[src/hpm_pkg.sv]
// Constants and types for the host port mode and pin mux block
package hpm_pkg;
  // Data and pointer widths
  localparam int unsigned DATA_W = 8;
  localparam int unsigned PTR_W = 6;
  // Strap codes on the mode pins
  localparam logic [1:0] STRAP_NONMUX = 2'h0;
  localparam logic [1:0] STRAP_MUX = 2'h1;
  localparam logic [1:0] STRAP_SERIAL = 2'h2;
  localparam logic [1:0] STRAP_RSVD = 2'h3;
  // Interrupt pin signalling styles
  localparam logic [1:0] IRQ_ACT_HIGH = 2'h0;
  localparam logic [1:0] IRQ_ACT_LOW = 2'h1;
  localparam logic [1:0] IRQ_OPEN_DRAIN = 2'h2;
  // Bit of the shared bus that carries serial output
  localparam int unsigned SER_OUT_BIT = 0;
  // Reset values
  localparam logic [PTR_W-1:0] PTR_RST = 6'h00;
  localparam logic [DATA_W-1:0] DATA_RST = 8'h00;
  // Host interface modes
  typedef enum logic [1:0] {HPM_NONMUX, HPM_MUX, HPM_SERIAL} hpm_mode_t;
endpackage

[src/hpm_strb_if.sv]
// Strobe pin copies and their edge events
`timescale 1ns/1ns
`default_nettype none
interface hpm_strb_if;
  logic rd_n;
  logic wr_n;
  logic ale;
  logic rd_rise;
  logic wr_rise;
  logic ale_fall;
  modport det (input rd_n, input wr_n, input ale, output rd_rise, output wr_rise, output ale_fall);
  modport user (output rd_n, output wr_n, output ale, input rd_rise, input wr_rise, input ale_fall);
endinterface
`default_nettype wire

[src/hpm_edge_det.sv]
// Edge detector for the host strobes
`timescale 1ns/1ns
`default_nettype none
module hpm_edge_det (
  // Clock, reset, enable
  input wire logic clk,
  input wire logic rst,
  input wire logic ce,
  // Strobes and events
  hpm_strb_if.det strb
);
  logic rd_n_q, rd_n_d;
  logic wr_n_q, wr_n_d;
  logic ale_q, ale_d;

  // Previous strobe levels; idle values avoid false edges after reset
  always_comb begin
    rd_n_d = strb.rd_n;
    wr_n_d = strb.wr_n;
    ale_d = strb.ale;
  end

  always_ff @(posedge clk) begin
    if (rst) begin
      rd_n_q <= 1'b1;
      wr_n_q <= 1'b1;
      ale_q <= 1'b0;
    end else if (ce) begin
      rd_n_q <= rd_n_d;
      wr_n_q <= wr_n_d;
      ale_q <= ale_d;
    end
  end

  // Strobe end marks the access, data is stable there
  assign strb.rd_rise = strb.rd_n & ~rd_n_q;
  assign strb.wr_rise = strb.wr_n & ~wr_n_q;
  assign strb.ale_fall = ~strb.ale & ale_q;
endmodule
`default_nettype wire

[src/hpm_host_port.sv]
// Host port: mode straps, shared pin mux, pointer and data registers
// What this block does
// - Mode pins select nonmux, mux or serial
// - Code 11 behaves as serial mode
// - DMA acknowledge low active, only when enabled
// - DMA request inactive unless DMA enabled
// - Interrupt pin style: high, low, open drain
// - Interrupt pin released while reset applied
// - Chip select and read strobe active low
// - Write pin: strobe in parallel, shift clock serial
// - Select pin: register select, latch, serial input
// - Bus: data, muxed bus, bit0 serial output
// - Nonmux mode uses select, strobes, 8-bit bus
// - Nonmux exposes only pointer, write, read registers
// - Standard and burst access both supported
// - Select low data, high write loads pointer
// - Read data reloads after pointer, read, write
// - Burst keeps pointer, refreshes after each read
// - Mux mode latches pointer while latch strobe high
`timescale 1ns/1ns
`default_nettype none
module hpm_host_port (
  // Clock, reset, enable
  input wire logic CORE_CLK,
  input wire logic RST,
  input wire logic CE,
  // Mode straps
  input wire logic [1:0] MODE_PINS,
  // Host control pins
  input wire logic CS_N,
  input wire logic RD_N,
  input wire logic WR_PIN,
  input wire logic SEL_PIN,
  // Shared bus pins
  input wire logic [7:0] BUS_IN,
  output logic [7:0] BUS_OUT,
  output logic [7:0] BUS_OE,
  // DMA pins and engine side
  input wire logic DMA_ACK_N,
  input wire logic DMA_ENABLE,
  input wire logic DMA_PENDING,
  output logic DMA_REQUEST,
  output logic DMA_ACK_ACTIVE,
  // Interrupt pin and its control
  input wire logic IRQ_PENDING,
  input wire logic [1:0] IRQ_STYLE,
  output logic IRQ_OUT,
  output logic IRQ_OE,
  // Internal register file access
  output logic [5:0] REG_ADDR,
  output logic [7:0] REG_WDATA,
  output logic REG_WR,
  input wire logic [7:0] REG_RDATA,
  // Serial engine side
  output logic SER_SHIFT_CLK,
  output logic SER_IN,
  output logic SER_CS_N,
  input wire logic SER_OUT,
  // Status
  output logic [1:0] MODE_STATUS
);
  hpm_pkg::hpm_mode_t mode_q, mode_d;
  logic strap_q, strap_d;
  logic [5:0] ptr_q, ptr_d;
  logic [7:0] wdata_q, wdata_d;
  logic [7:0] rdata_q, rdata_d;
  logic reload_q, reload_d;
  logic reg_wr_q, reg_wr_d;
  logic [7:0] bus_out_q, bus_out_d;
  logic [7:0] bus_oe_q, bus_oe_d;
  logic irq_out_q, irq_out_d;
  logic irq_oe_q, irq_oe_d;
  logic dreq_q, dreq_d;
  logic dma_ack_n_q, dma_ack_n_d;
  logic sclk_q, sclk_d;
  logic sin_q, sin_d;
  logic scs_n_q, scs_n_d;
  logic nonmux, mux, serial, par, sel;
  logic ptr_wr_ev, data_wr_ev, data_rd_ev;

  hpm_strb_if strb ();

  // Strobe copies for the edge detector
  assign strb.rd_n = RD_N;
  assign strb.wr_n = WR_PIN;
  assign strb.ale = SEL_PIN;

  hpm_edge_det u_edge (
    .clk(CORE_CLK),
    .rst(RST),
    .ce(CE),
    .strb(strb)
  );

  // Strap decode
  function automatic hpm_pkg::hpm_mode_t mode_of(input logic [1:0] pins);
    case (pins)
      hpm_pkg::STRAP_NONMUX: mode_of = hpm_pkg::HPM_NONMUX;
      hpm_pkg::STRAP_MUX: mode_of = hpm_pkg::HPM_MUX;
      hpm_pkg::STRAP_SERIAL: mode_of = hpm_pkg::HPM_SERIAL;
      default: mode_of = hpm_pkg::HPM_SERIAL;
    endcase
  endfunction

  // Mode decode, and access events, the events all gated by chip select
  assign nonmux = (mode_q == hpm_pkg::HPM_NONMUX);
  assign mux = (mode_q == hpm_pkg::HPM_MUX);
  assign serial = (mode_q == hpm_pkg::HPM_SERIAL);
  assign par = strap_q && !serial;
  assign sel = par && !CS_N;
  assign ptr_wr_ev = sel && nonmux && SEL_PIN && strb.wr_rise;
  assign data_wr_ev = sel && !SEL_PIN && strb.wr_rise;
  assign data_rd_ev = sel && !SEL_PIN && strb.rd_rise;

  // Straps sampled once after reset; board keeps them fixed
  always_comb begin
    mode_d = mode_q;
    strap_d = 1'b1;
    if (!strap_q) begin
      mode_d = mode_of(MODE_PINS);
    end
  end

  always_ff @(posedge CORE_CLK) begin
    if (RST) begin
      mode_q <= hpm_pkg::HPM_SERIAL;
      strap_q <= 1'b0;
    end else if (CE) begin
      mode_q <= mode_d;
      strap_q <= strap_d;
    end
  end

  // Pointer, write data and read data; other registers only via these
  always_comb begin
    ptr_d = ptr_q;
    wdata_d = wdata_q;
    rdata_d = rdata_q;
    reload_d = reg_wr_q;
    reg_wr_d = 1'b0;
    if (reload_q) begin
      rdata_d = REG_RDATA;
    end
    if (sel && mux && SEL_PIN) begin
      ptr_d = BUS_IN[5:0];
    end
    if (sel && mux && strb.ale_fall) begin
      reload_d = 1'b1;
    end
    if (ptr_wr_ev) begin
      ptr_d = BUS_IN[5:0];
      reload_d = 1'b1;
    end
    if (data_wr_ev) begin
      wdata_d = BUS_IN;
      reg_wr_d = 1'b1;
    end
    if (data_rd_ev) begin
      reload_d = 1'b1;
    end
  end

  // Reload after a write waits for the write to land in the file
  always_ff @(posedge CORE_CLK) begin
    if (RST) begin
      ptr_q <= hpm_pkg::PTR_RST;
      wdata_q <= hpm_pkg::DATA_RST;
      rdata_q <= hpm_pkg::DATA_RST;
      reload_q <= 1'b0;
      reg_wr_q <= 1'b0;
    end else if (CE) begin
      ptr_q <= ptr_d;
      wdata_q <= wdata_d;
      rdata_q <= rdata_d;
      reload_q <= reload_d;
      reg_wr_q <= reg_wr_d;
    end
  end

  // Pin drivers: bus, DMA, interrupt, serial lines
  always_comb begin
    bus_out_d = rdata_q;
    bus_oe_d = 8'h00;
    dreq_d = DMA_ENABLE && DMA_PENDING && par;
    dma_ack_n_d = DMA_ENABLE && !DMA_ACK_N && CS_N && par;
    sclk_d = serial ? WR_PIN : 1'b0;
    sin_d = serial ? SEL_PIN : 1'b0;
    scs_n_d = serial ? CS_N : 1'b1;
    irq_out_d = 1'b0;
    irq_oe_d = 1'b1;
    if (sel && !RD_N) begin
      bus_oe_d = 8'hFF;
    end
    if (serial && !CS_N) begin
      bus_out_d[hpm_pkg::SER_OUT_BIT] = SER_OUT;
      bus_oe_d[hpm_pkg::SER_OUT_BIT] = 1'b1;
    end
    case (IRQ_STYLE)
      hpm_pkg::IRQ_ACT_HIGH: irq_out_d = IRQ_PENDING;
      hpm_pkg::IRQ_ACT_LOW: irq_out_d = !IRQ_PENDING;
      default: irq_oe_d = IRQ_PENDING; // Open drain: pull low only
    endcase
  end

  // Interrupt pin floats through reset
  always_ff @(posedge CORE_CLK) begin
    if (RST) begin
      bus_out_q <= 8'h00;
      bus_oe_q <= 8'h00;
      dreq_q <= 1'b0;
      dma_ack_n_q <= 1'b0;
      sclk_q <= 1'b0;
      sin_q <= 1'b0;
      scs_n_q <= 1'b1;
      irq_out_q <= 1'b0;
      irq_oe_q <= 1'b0;
    end else if (CE) begin
      bus_out_q <= bus_out_d;
      bus_oe_q <= bus_oe_d;
      dreq_q <= dreq_d;
      dma_ack_n_q <= dma_ack_n_d;
      sclk_q <= sclk_d;
      sin_q <= sin_d;
      scs_n_q <= scs_n_d;
      irq_out_q <= irq_out_d;
      irq_oe_q <= irq_oe_d;
    end
  end

  // Outputs straight from flops
  assign BUS_OUT = bus_out_q;
  assign BUS_OE = bus_oe_q;
  assign DMA_REQUEST = dreq_q;
  assign DMA_ACK_ACTIVE = dma_ack_n_q;
  assign IRQ_OUT = irq_out_q;
  assign IRQ_OE = irq_oe_q;
  assign REG_ADDR = ptr_q;
  assign REG_WDATA = wdata_q;
  assign REG_WR = reg_wr_q;
  assign SER_SHIFT_CLK = sclk_q;
  assign SER_IN = sin_q;
  assign SER_CS_N = scs_n_q;
  assign MODE_STATUS = mode_q;
endmodule
`default_nettype wire

[config.mk]
export PLATFORM = sky130hd
export DESIGN_NAME = hpm_host_port
export DESIGN_NICKNAME = d
export VERILOG_FILES = /design/src/hpm_pkg.sv /design/src/hpm_strb_if.sv /design/src/hpm_edge_det.sv /design/src/hpm_host_port.sv
export SDC_FILE = /design/constraint.sdc
export NUM_CORES = 1
export LEC_CHECK = 0
export BUFFER_PORTS_ARGS = -buffer_cell sky130_fd_sc_hd__buf_4
export CELL_PAD_IN_SITES_DETAIL_PLACEMENT = 1
export CELL_PAD_IN_SITES_GLOBAL_PLACEMENT = 2
export CORE_MARGIN = 3
export CORE_UTILIZATION = 28
export CTS_CLUSTER_SIZE = 14
export DETAILED_ROUTE_END_ITERATION = 8
export PLACE_DENSITY_LB_ADDON = 0.1
export REMOVE_ABC_BUFFERS = 1
export SLEW_MARGIN = 15
export SYNTH_ARGS = -nofsm -noshare
export SYNTH_HDL_FRONTEND = slang
export SYNTH_SLANG_ARGS = --single-unit
export TNS_END_PERCENT = 1
[constraint.sdc]
create_clock -name CORE_CLK -period 1.99 [get_ports CORE_CLK]
set_input_delay 0.2985 -clock CORE_CLK [delete_from_list [all_inputs] [get_ports CORE_CLK]]
set_output_delay 0.2985 -clock CORE_CLK [all_outputs]
set_load 0.05 [all_outputs]
==> results.rst <==
.. list-table::
   :header-rows: 1

   * - Metric
     - Value
   * - EDFF count, synth
     - 0
   * - Horizontal die dimension
     - 88.7 um
   * - Slew at the pin closest to its max-slew limit
     - roughly 0.66 ns
   * - Async set-or-reset flop fraction in the synthesized netlist
     - 0%
   * - Final Critical Period
     - roughly 1.5 ns
   * - Worst vdd ir
     - approximately 0.00023 V
   * - Final net count
     - 301
   * - Clock-pin slew on the worst setup and hold paths
     - around 0.090 ns
   * - Yosys Warn Count
     - 0
   * - Most common cell in the netlist
     - sky130_fd_sc_hd__dfxtp_1
   * - Total GRT Usage
     - 12.9%
   * - Status
     - completed
   * - Antenna violations before repair
     - 0
   * - CP delay by family, top
     - simple AND/OR/NAND/NOR gates
   * - Worst-case register-to-register setup slack
     - 0.46 ns
   * - Portion of the clock cycle consumed by the worst path in the final layout
     - 76.8%
   * - Max-slew violations
     - 0
   * - Cell Area, Placed
     - 2450 um^2
   * - Worst path cell trace
     - nor2b_1, or4_4, mux2i_1
   * - Routed WL
     - slightly below 5000 um
   * - Combined buffer and inverter count along the critical path
     - 0
   * - Most instantiated cells after synthesis
     - sky130_fd_sc_hd__dfxtp_1 (47), sky130_fd_sc_hd__nand2_1 (40), sky130_fd_sc_hd__mux2i_1 (26)
   * - Slowest Stage Delay on Critical Path
     - ~0.57 ns
   * - Number of max-cap violations
     - 0
   * - Fillers
     - 758
   * - Deepest clock path buffer count
     - 2
   * - Total number of clock tree sinks
     - 47
   * - GRT overflow
     - 0
   * - Global-route wire length before repair
     - ~8000 um
   * - Area of combinational cells with multiple inputs
     - 855 um^2
   * - Core Footprint
     - 6490 um^2
   * - Number of different library cells in the post-synthesis netlist
     - 34
   * - Wire per inst
     - 14.0 um
   * - Mean post-synth cell area
     - 9.29 um^2
   * - Drt drc
     - 0
   * - Cell count after synthesis
     - between 200 and 250
   * - Worst-path fanout max
     - 8
   * - Layout cells sized above 1
     - 32.2%
   * - Critical Path Slowest Stage Cell
     - sky130_fd_sc_hd__nor2b_1
   * - Top-level I/O count
     - 72
   * - Final Instance Count excl. Fillers
     - 347
   * - Final setup violation count
     - 0
   * - Root Driver
     - sky130_fd_sc_hd__clkbuf_8
   * - Post-layout total power
     - a little under 2 mW
   * - Data required time of the critical path
     - 2.22 ns
   * - Most common flop cell mapped by yosys
     - sky130_fd_sc_hd__dfxtp_1
   * - FMAX
     - 654 MHz
   * - Full die area
     - 7870 um^2
   * - Gates resized, CTS repair
     - 0
   * - Starting DRT DRC Count
     - 52
   * - Clock latency at the later pin of the worst-skew pair
     - around 0.30 ns
   * - Gp weighted congestion
     - 0.671
   * - Count of hold-fix buffers inserted at cts
     - 0
   * - Pleak
     - 1.14 nW
   * - Floorplan row count
     - 29
   * - Tightest Hold Check Type
     - primary input to register
   * - Initial Util
     - 29.5%
   * - Endpoint type of the worst setup path
     - register
   * - Via-to-Cell Ratio
     - 4.68
   * - Count of input and output buffers
     - 71
   * - Worst setup skew after layout
     - around 0.0058 ns
   * - Number of clock buffers inserted by TritonCTS
     - 5
   * - Top area cells in the synthesized netlist
     - sky130_fd_sc_hd__dfxtp_1 (49%), sky130_fd_sc_hd__mux2i_1 (14%), sky130_fd_sc_hd__nand2_1 (7.8%), sky130_fd_sc_hd__nor2_1 (3.3%), sky130_fd_sc_hd__a21oi_1 (3.1%)
   * - Placed wire-length estimate
     - 3560 um
   * - Portion of synthesized cell area occupied by the leading cell type
     - 49.2%
   * - Arrival time at the worst endpoint
     - between 1.5 and 2 ns
   * - Register area
     - 941 um^2
   * - Count of H-tree levels built during CTS
     - 2
   * - Top cell type by total area after synthesis
     - sky130_fd_sc_hd__dfxtp_1
   * - Unrepaired setup endpoints after global routing
     - false
   * - Post CTS Setup Buffer Count
     - 0
   * - Clock tree from TritonCTS
     - done
   * - Critical path class
     - register to register
   * - Via count of the first global-routing pass
     - between 1500 and 2000
   * - Slew margin rel.
     - between 50% and 60%
   * - Cell area after synthesis
     - 1910 um^2
   * - Hold violation total from the final report
     - 0
   * - Power density normalized to cell area
     - 749 nW/um^2
   * - Fraction of the yosys area taken by sequential cells
     - about 49%
   * - Post-synthesis register bit count
     - 47
   * - Maximum number of pins on one net before global-route repair
     - 29
   * - Worst Hold Margin
     - 0.220 ns
   * - Vertical extent of the die
     - around 89 um
   * - Total instance count after detailed placement
     - 339
   * - Area Overhead vs Synth
     - 34.1%
   * - Crit start category
     - register
   * - Cell area after layout
     - 2570 um^2
   * - Final antenna-violating net count
     - 0
   * - Total via count in the routed design
     - 1625
   * - Total iterations of the first detailed-routing run
     - 4
   * - ANT cells
     - 0
## sequential cells by signal (all words and copies together) (netlist names)
| name | count |
|---|---|
| SER_IN | 1 |
| reload_q | 1 |
| u_edge.wr_n_q | 1 |
| BUS_OE | 2 |
| DMA_ACK_ACTIVE | 1 |
| BUS_OUT | 8 |
| IRQ_OE | 1 |
| u_edge.rd_n_q | 1 |
| REG_ADDR | 6 |
| SER_CS_N | 1 |
| DMA_REQUEST | 1 |
| REG_WR | 1 |
| REG_WDATA | 8 |
| rdata_q | 8 |
| SER_SHIFT_CLK | 1 |
| u_edge.ale_q | 1 |
| MODE_STATUS | 2 |
| strap_q | 1 |
| IRQ_OUT | 1 |
## final cells by class
| class | count | share of cell area, % |
|---|---|---|
| Sequential cell | 47 | 36.6 |
| Tap cell | 77 | 3.75 |
| Inverter | 2 | 0.292 |
| Multi-Input combinational cell | 139 | 33.3 |
| Clock buffer | 5 | 2.68 |
| Clock inverter | 3 | 1.71 |
| Timing Repair Buffer | 74 | 21.6 |
## report_power, final
group | switching [mW] | leakage, nW | internal [mW]
logic | 0.138 | 0.703 | 0.0936
clock network | 0.338 | 0.0581 | 0.374
registers | 0.0151 | 0.382 | 0.963
total | 0.491 | 1.14 | 1.43
## layout by cell type, fill, tap and decap left out, types with 2 or more instances in the layout
cell type | synthesis | final
sky130_fd_sc_hd__buf_4 | 7 | 74
sky130_fd_sc_hd__dfxtp_1 | 47 | 47
sky130_fd_sc_hd__nand2_1 | 40 | 40
sky130_fd_sc_hd__mux2i_1 | 26 | 26
sky130_fd_sc_hd__nor2_1 | 17 | 17
sky130_fd_sc_hd__a21oi_1 | 12 | 12
sky130_fd_sc_hd__nand3_1 | 11 | 11
sky130_fd_sc_hd__nor2b_1 | 5 | 5
sky130_fd_sc_hd__clkbuf_8 | 0 | 5
sky130_fd_sc_hd__nand2b_1 | 4 | 4
sky130_fd_sc_hd__nand3b_1 | 4 | 4
sky130_fd_sc_hd__a311oi_1 | 2 | 2
sky130_fd_sc_hd__o21ai_0 | 2 | 2
## per-layer routing
layer | share of wire [%] | track usage, % | up-vias
li1 | - | - | 819
met1 | 44 | 15.8 | 757
met2 | 48 | 21.9 | 44
met3 | 6.6 | 4.00 | 5
met4 | 1.0 | 3.30 | 0
met5 | 0 | 0 | -
## path summary, 6_finish.rpt
| path | to | cells past startpoint | startpoint |
|---|---|---|---|
| setup / recovery | REG_WDATA[2]$_SDFFE_PP0P_ | 3 | MODE_STATUS[1]$_SDFFE_PP1P_ |
| hold / removal | MODE_STATUS[1]$_SDFFE_PP1P_ | 3 | MODE_PINS[1] |
| setup reg to reg | REG_WDATA[2]$_SDFFE_PP0P_ | 3 | MODE_STATUS[1]$_SDFFE_PP1P_ |
| hold reg to reg | rdata_q[6]$_SDFFE_PP0P_ | 2 | rdata_q[6]$_SDFFE_PP0P_ |
## cell families (layout without fill, tap and decap cells)
group,after synthesis,count (layout),synth area share [%]
AOI/OAI and AO/OA,24,24,8.30
buffers and inverters,20,84,6.21
xor gates and xnor gates,1,1,0.458
DFF,47,47,49.2
muxes,26,26,13.6
and+or+nand+nor,88,88,22.3
## worst min-delay path, cell delays in order
cell and delay, ns:
sky130_fd_sc_hd__buf_4 0.08, sky130_fd_sc_hd__mux2i_1 0.06, sky130_fd_sc_hd__nand2_1 0.06
## per-stage QoR
stage | TNS, ns | util (%) | worst slack (ns)
6_report | 0 | 39.5 | 0.462
5_1_grt | 0 | 39.5 | 0.315
4_1_cts | 0 | 39.5 | 0.449
3_5_place_dp | 0 | 37.8 | 0.409
3_3_place_gp | 0 | 37.8 | 0.444
2_1_floorplan | -6.87 | - | -0.966
(Power assumes the default switching activity.)
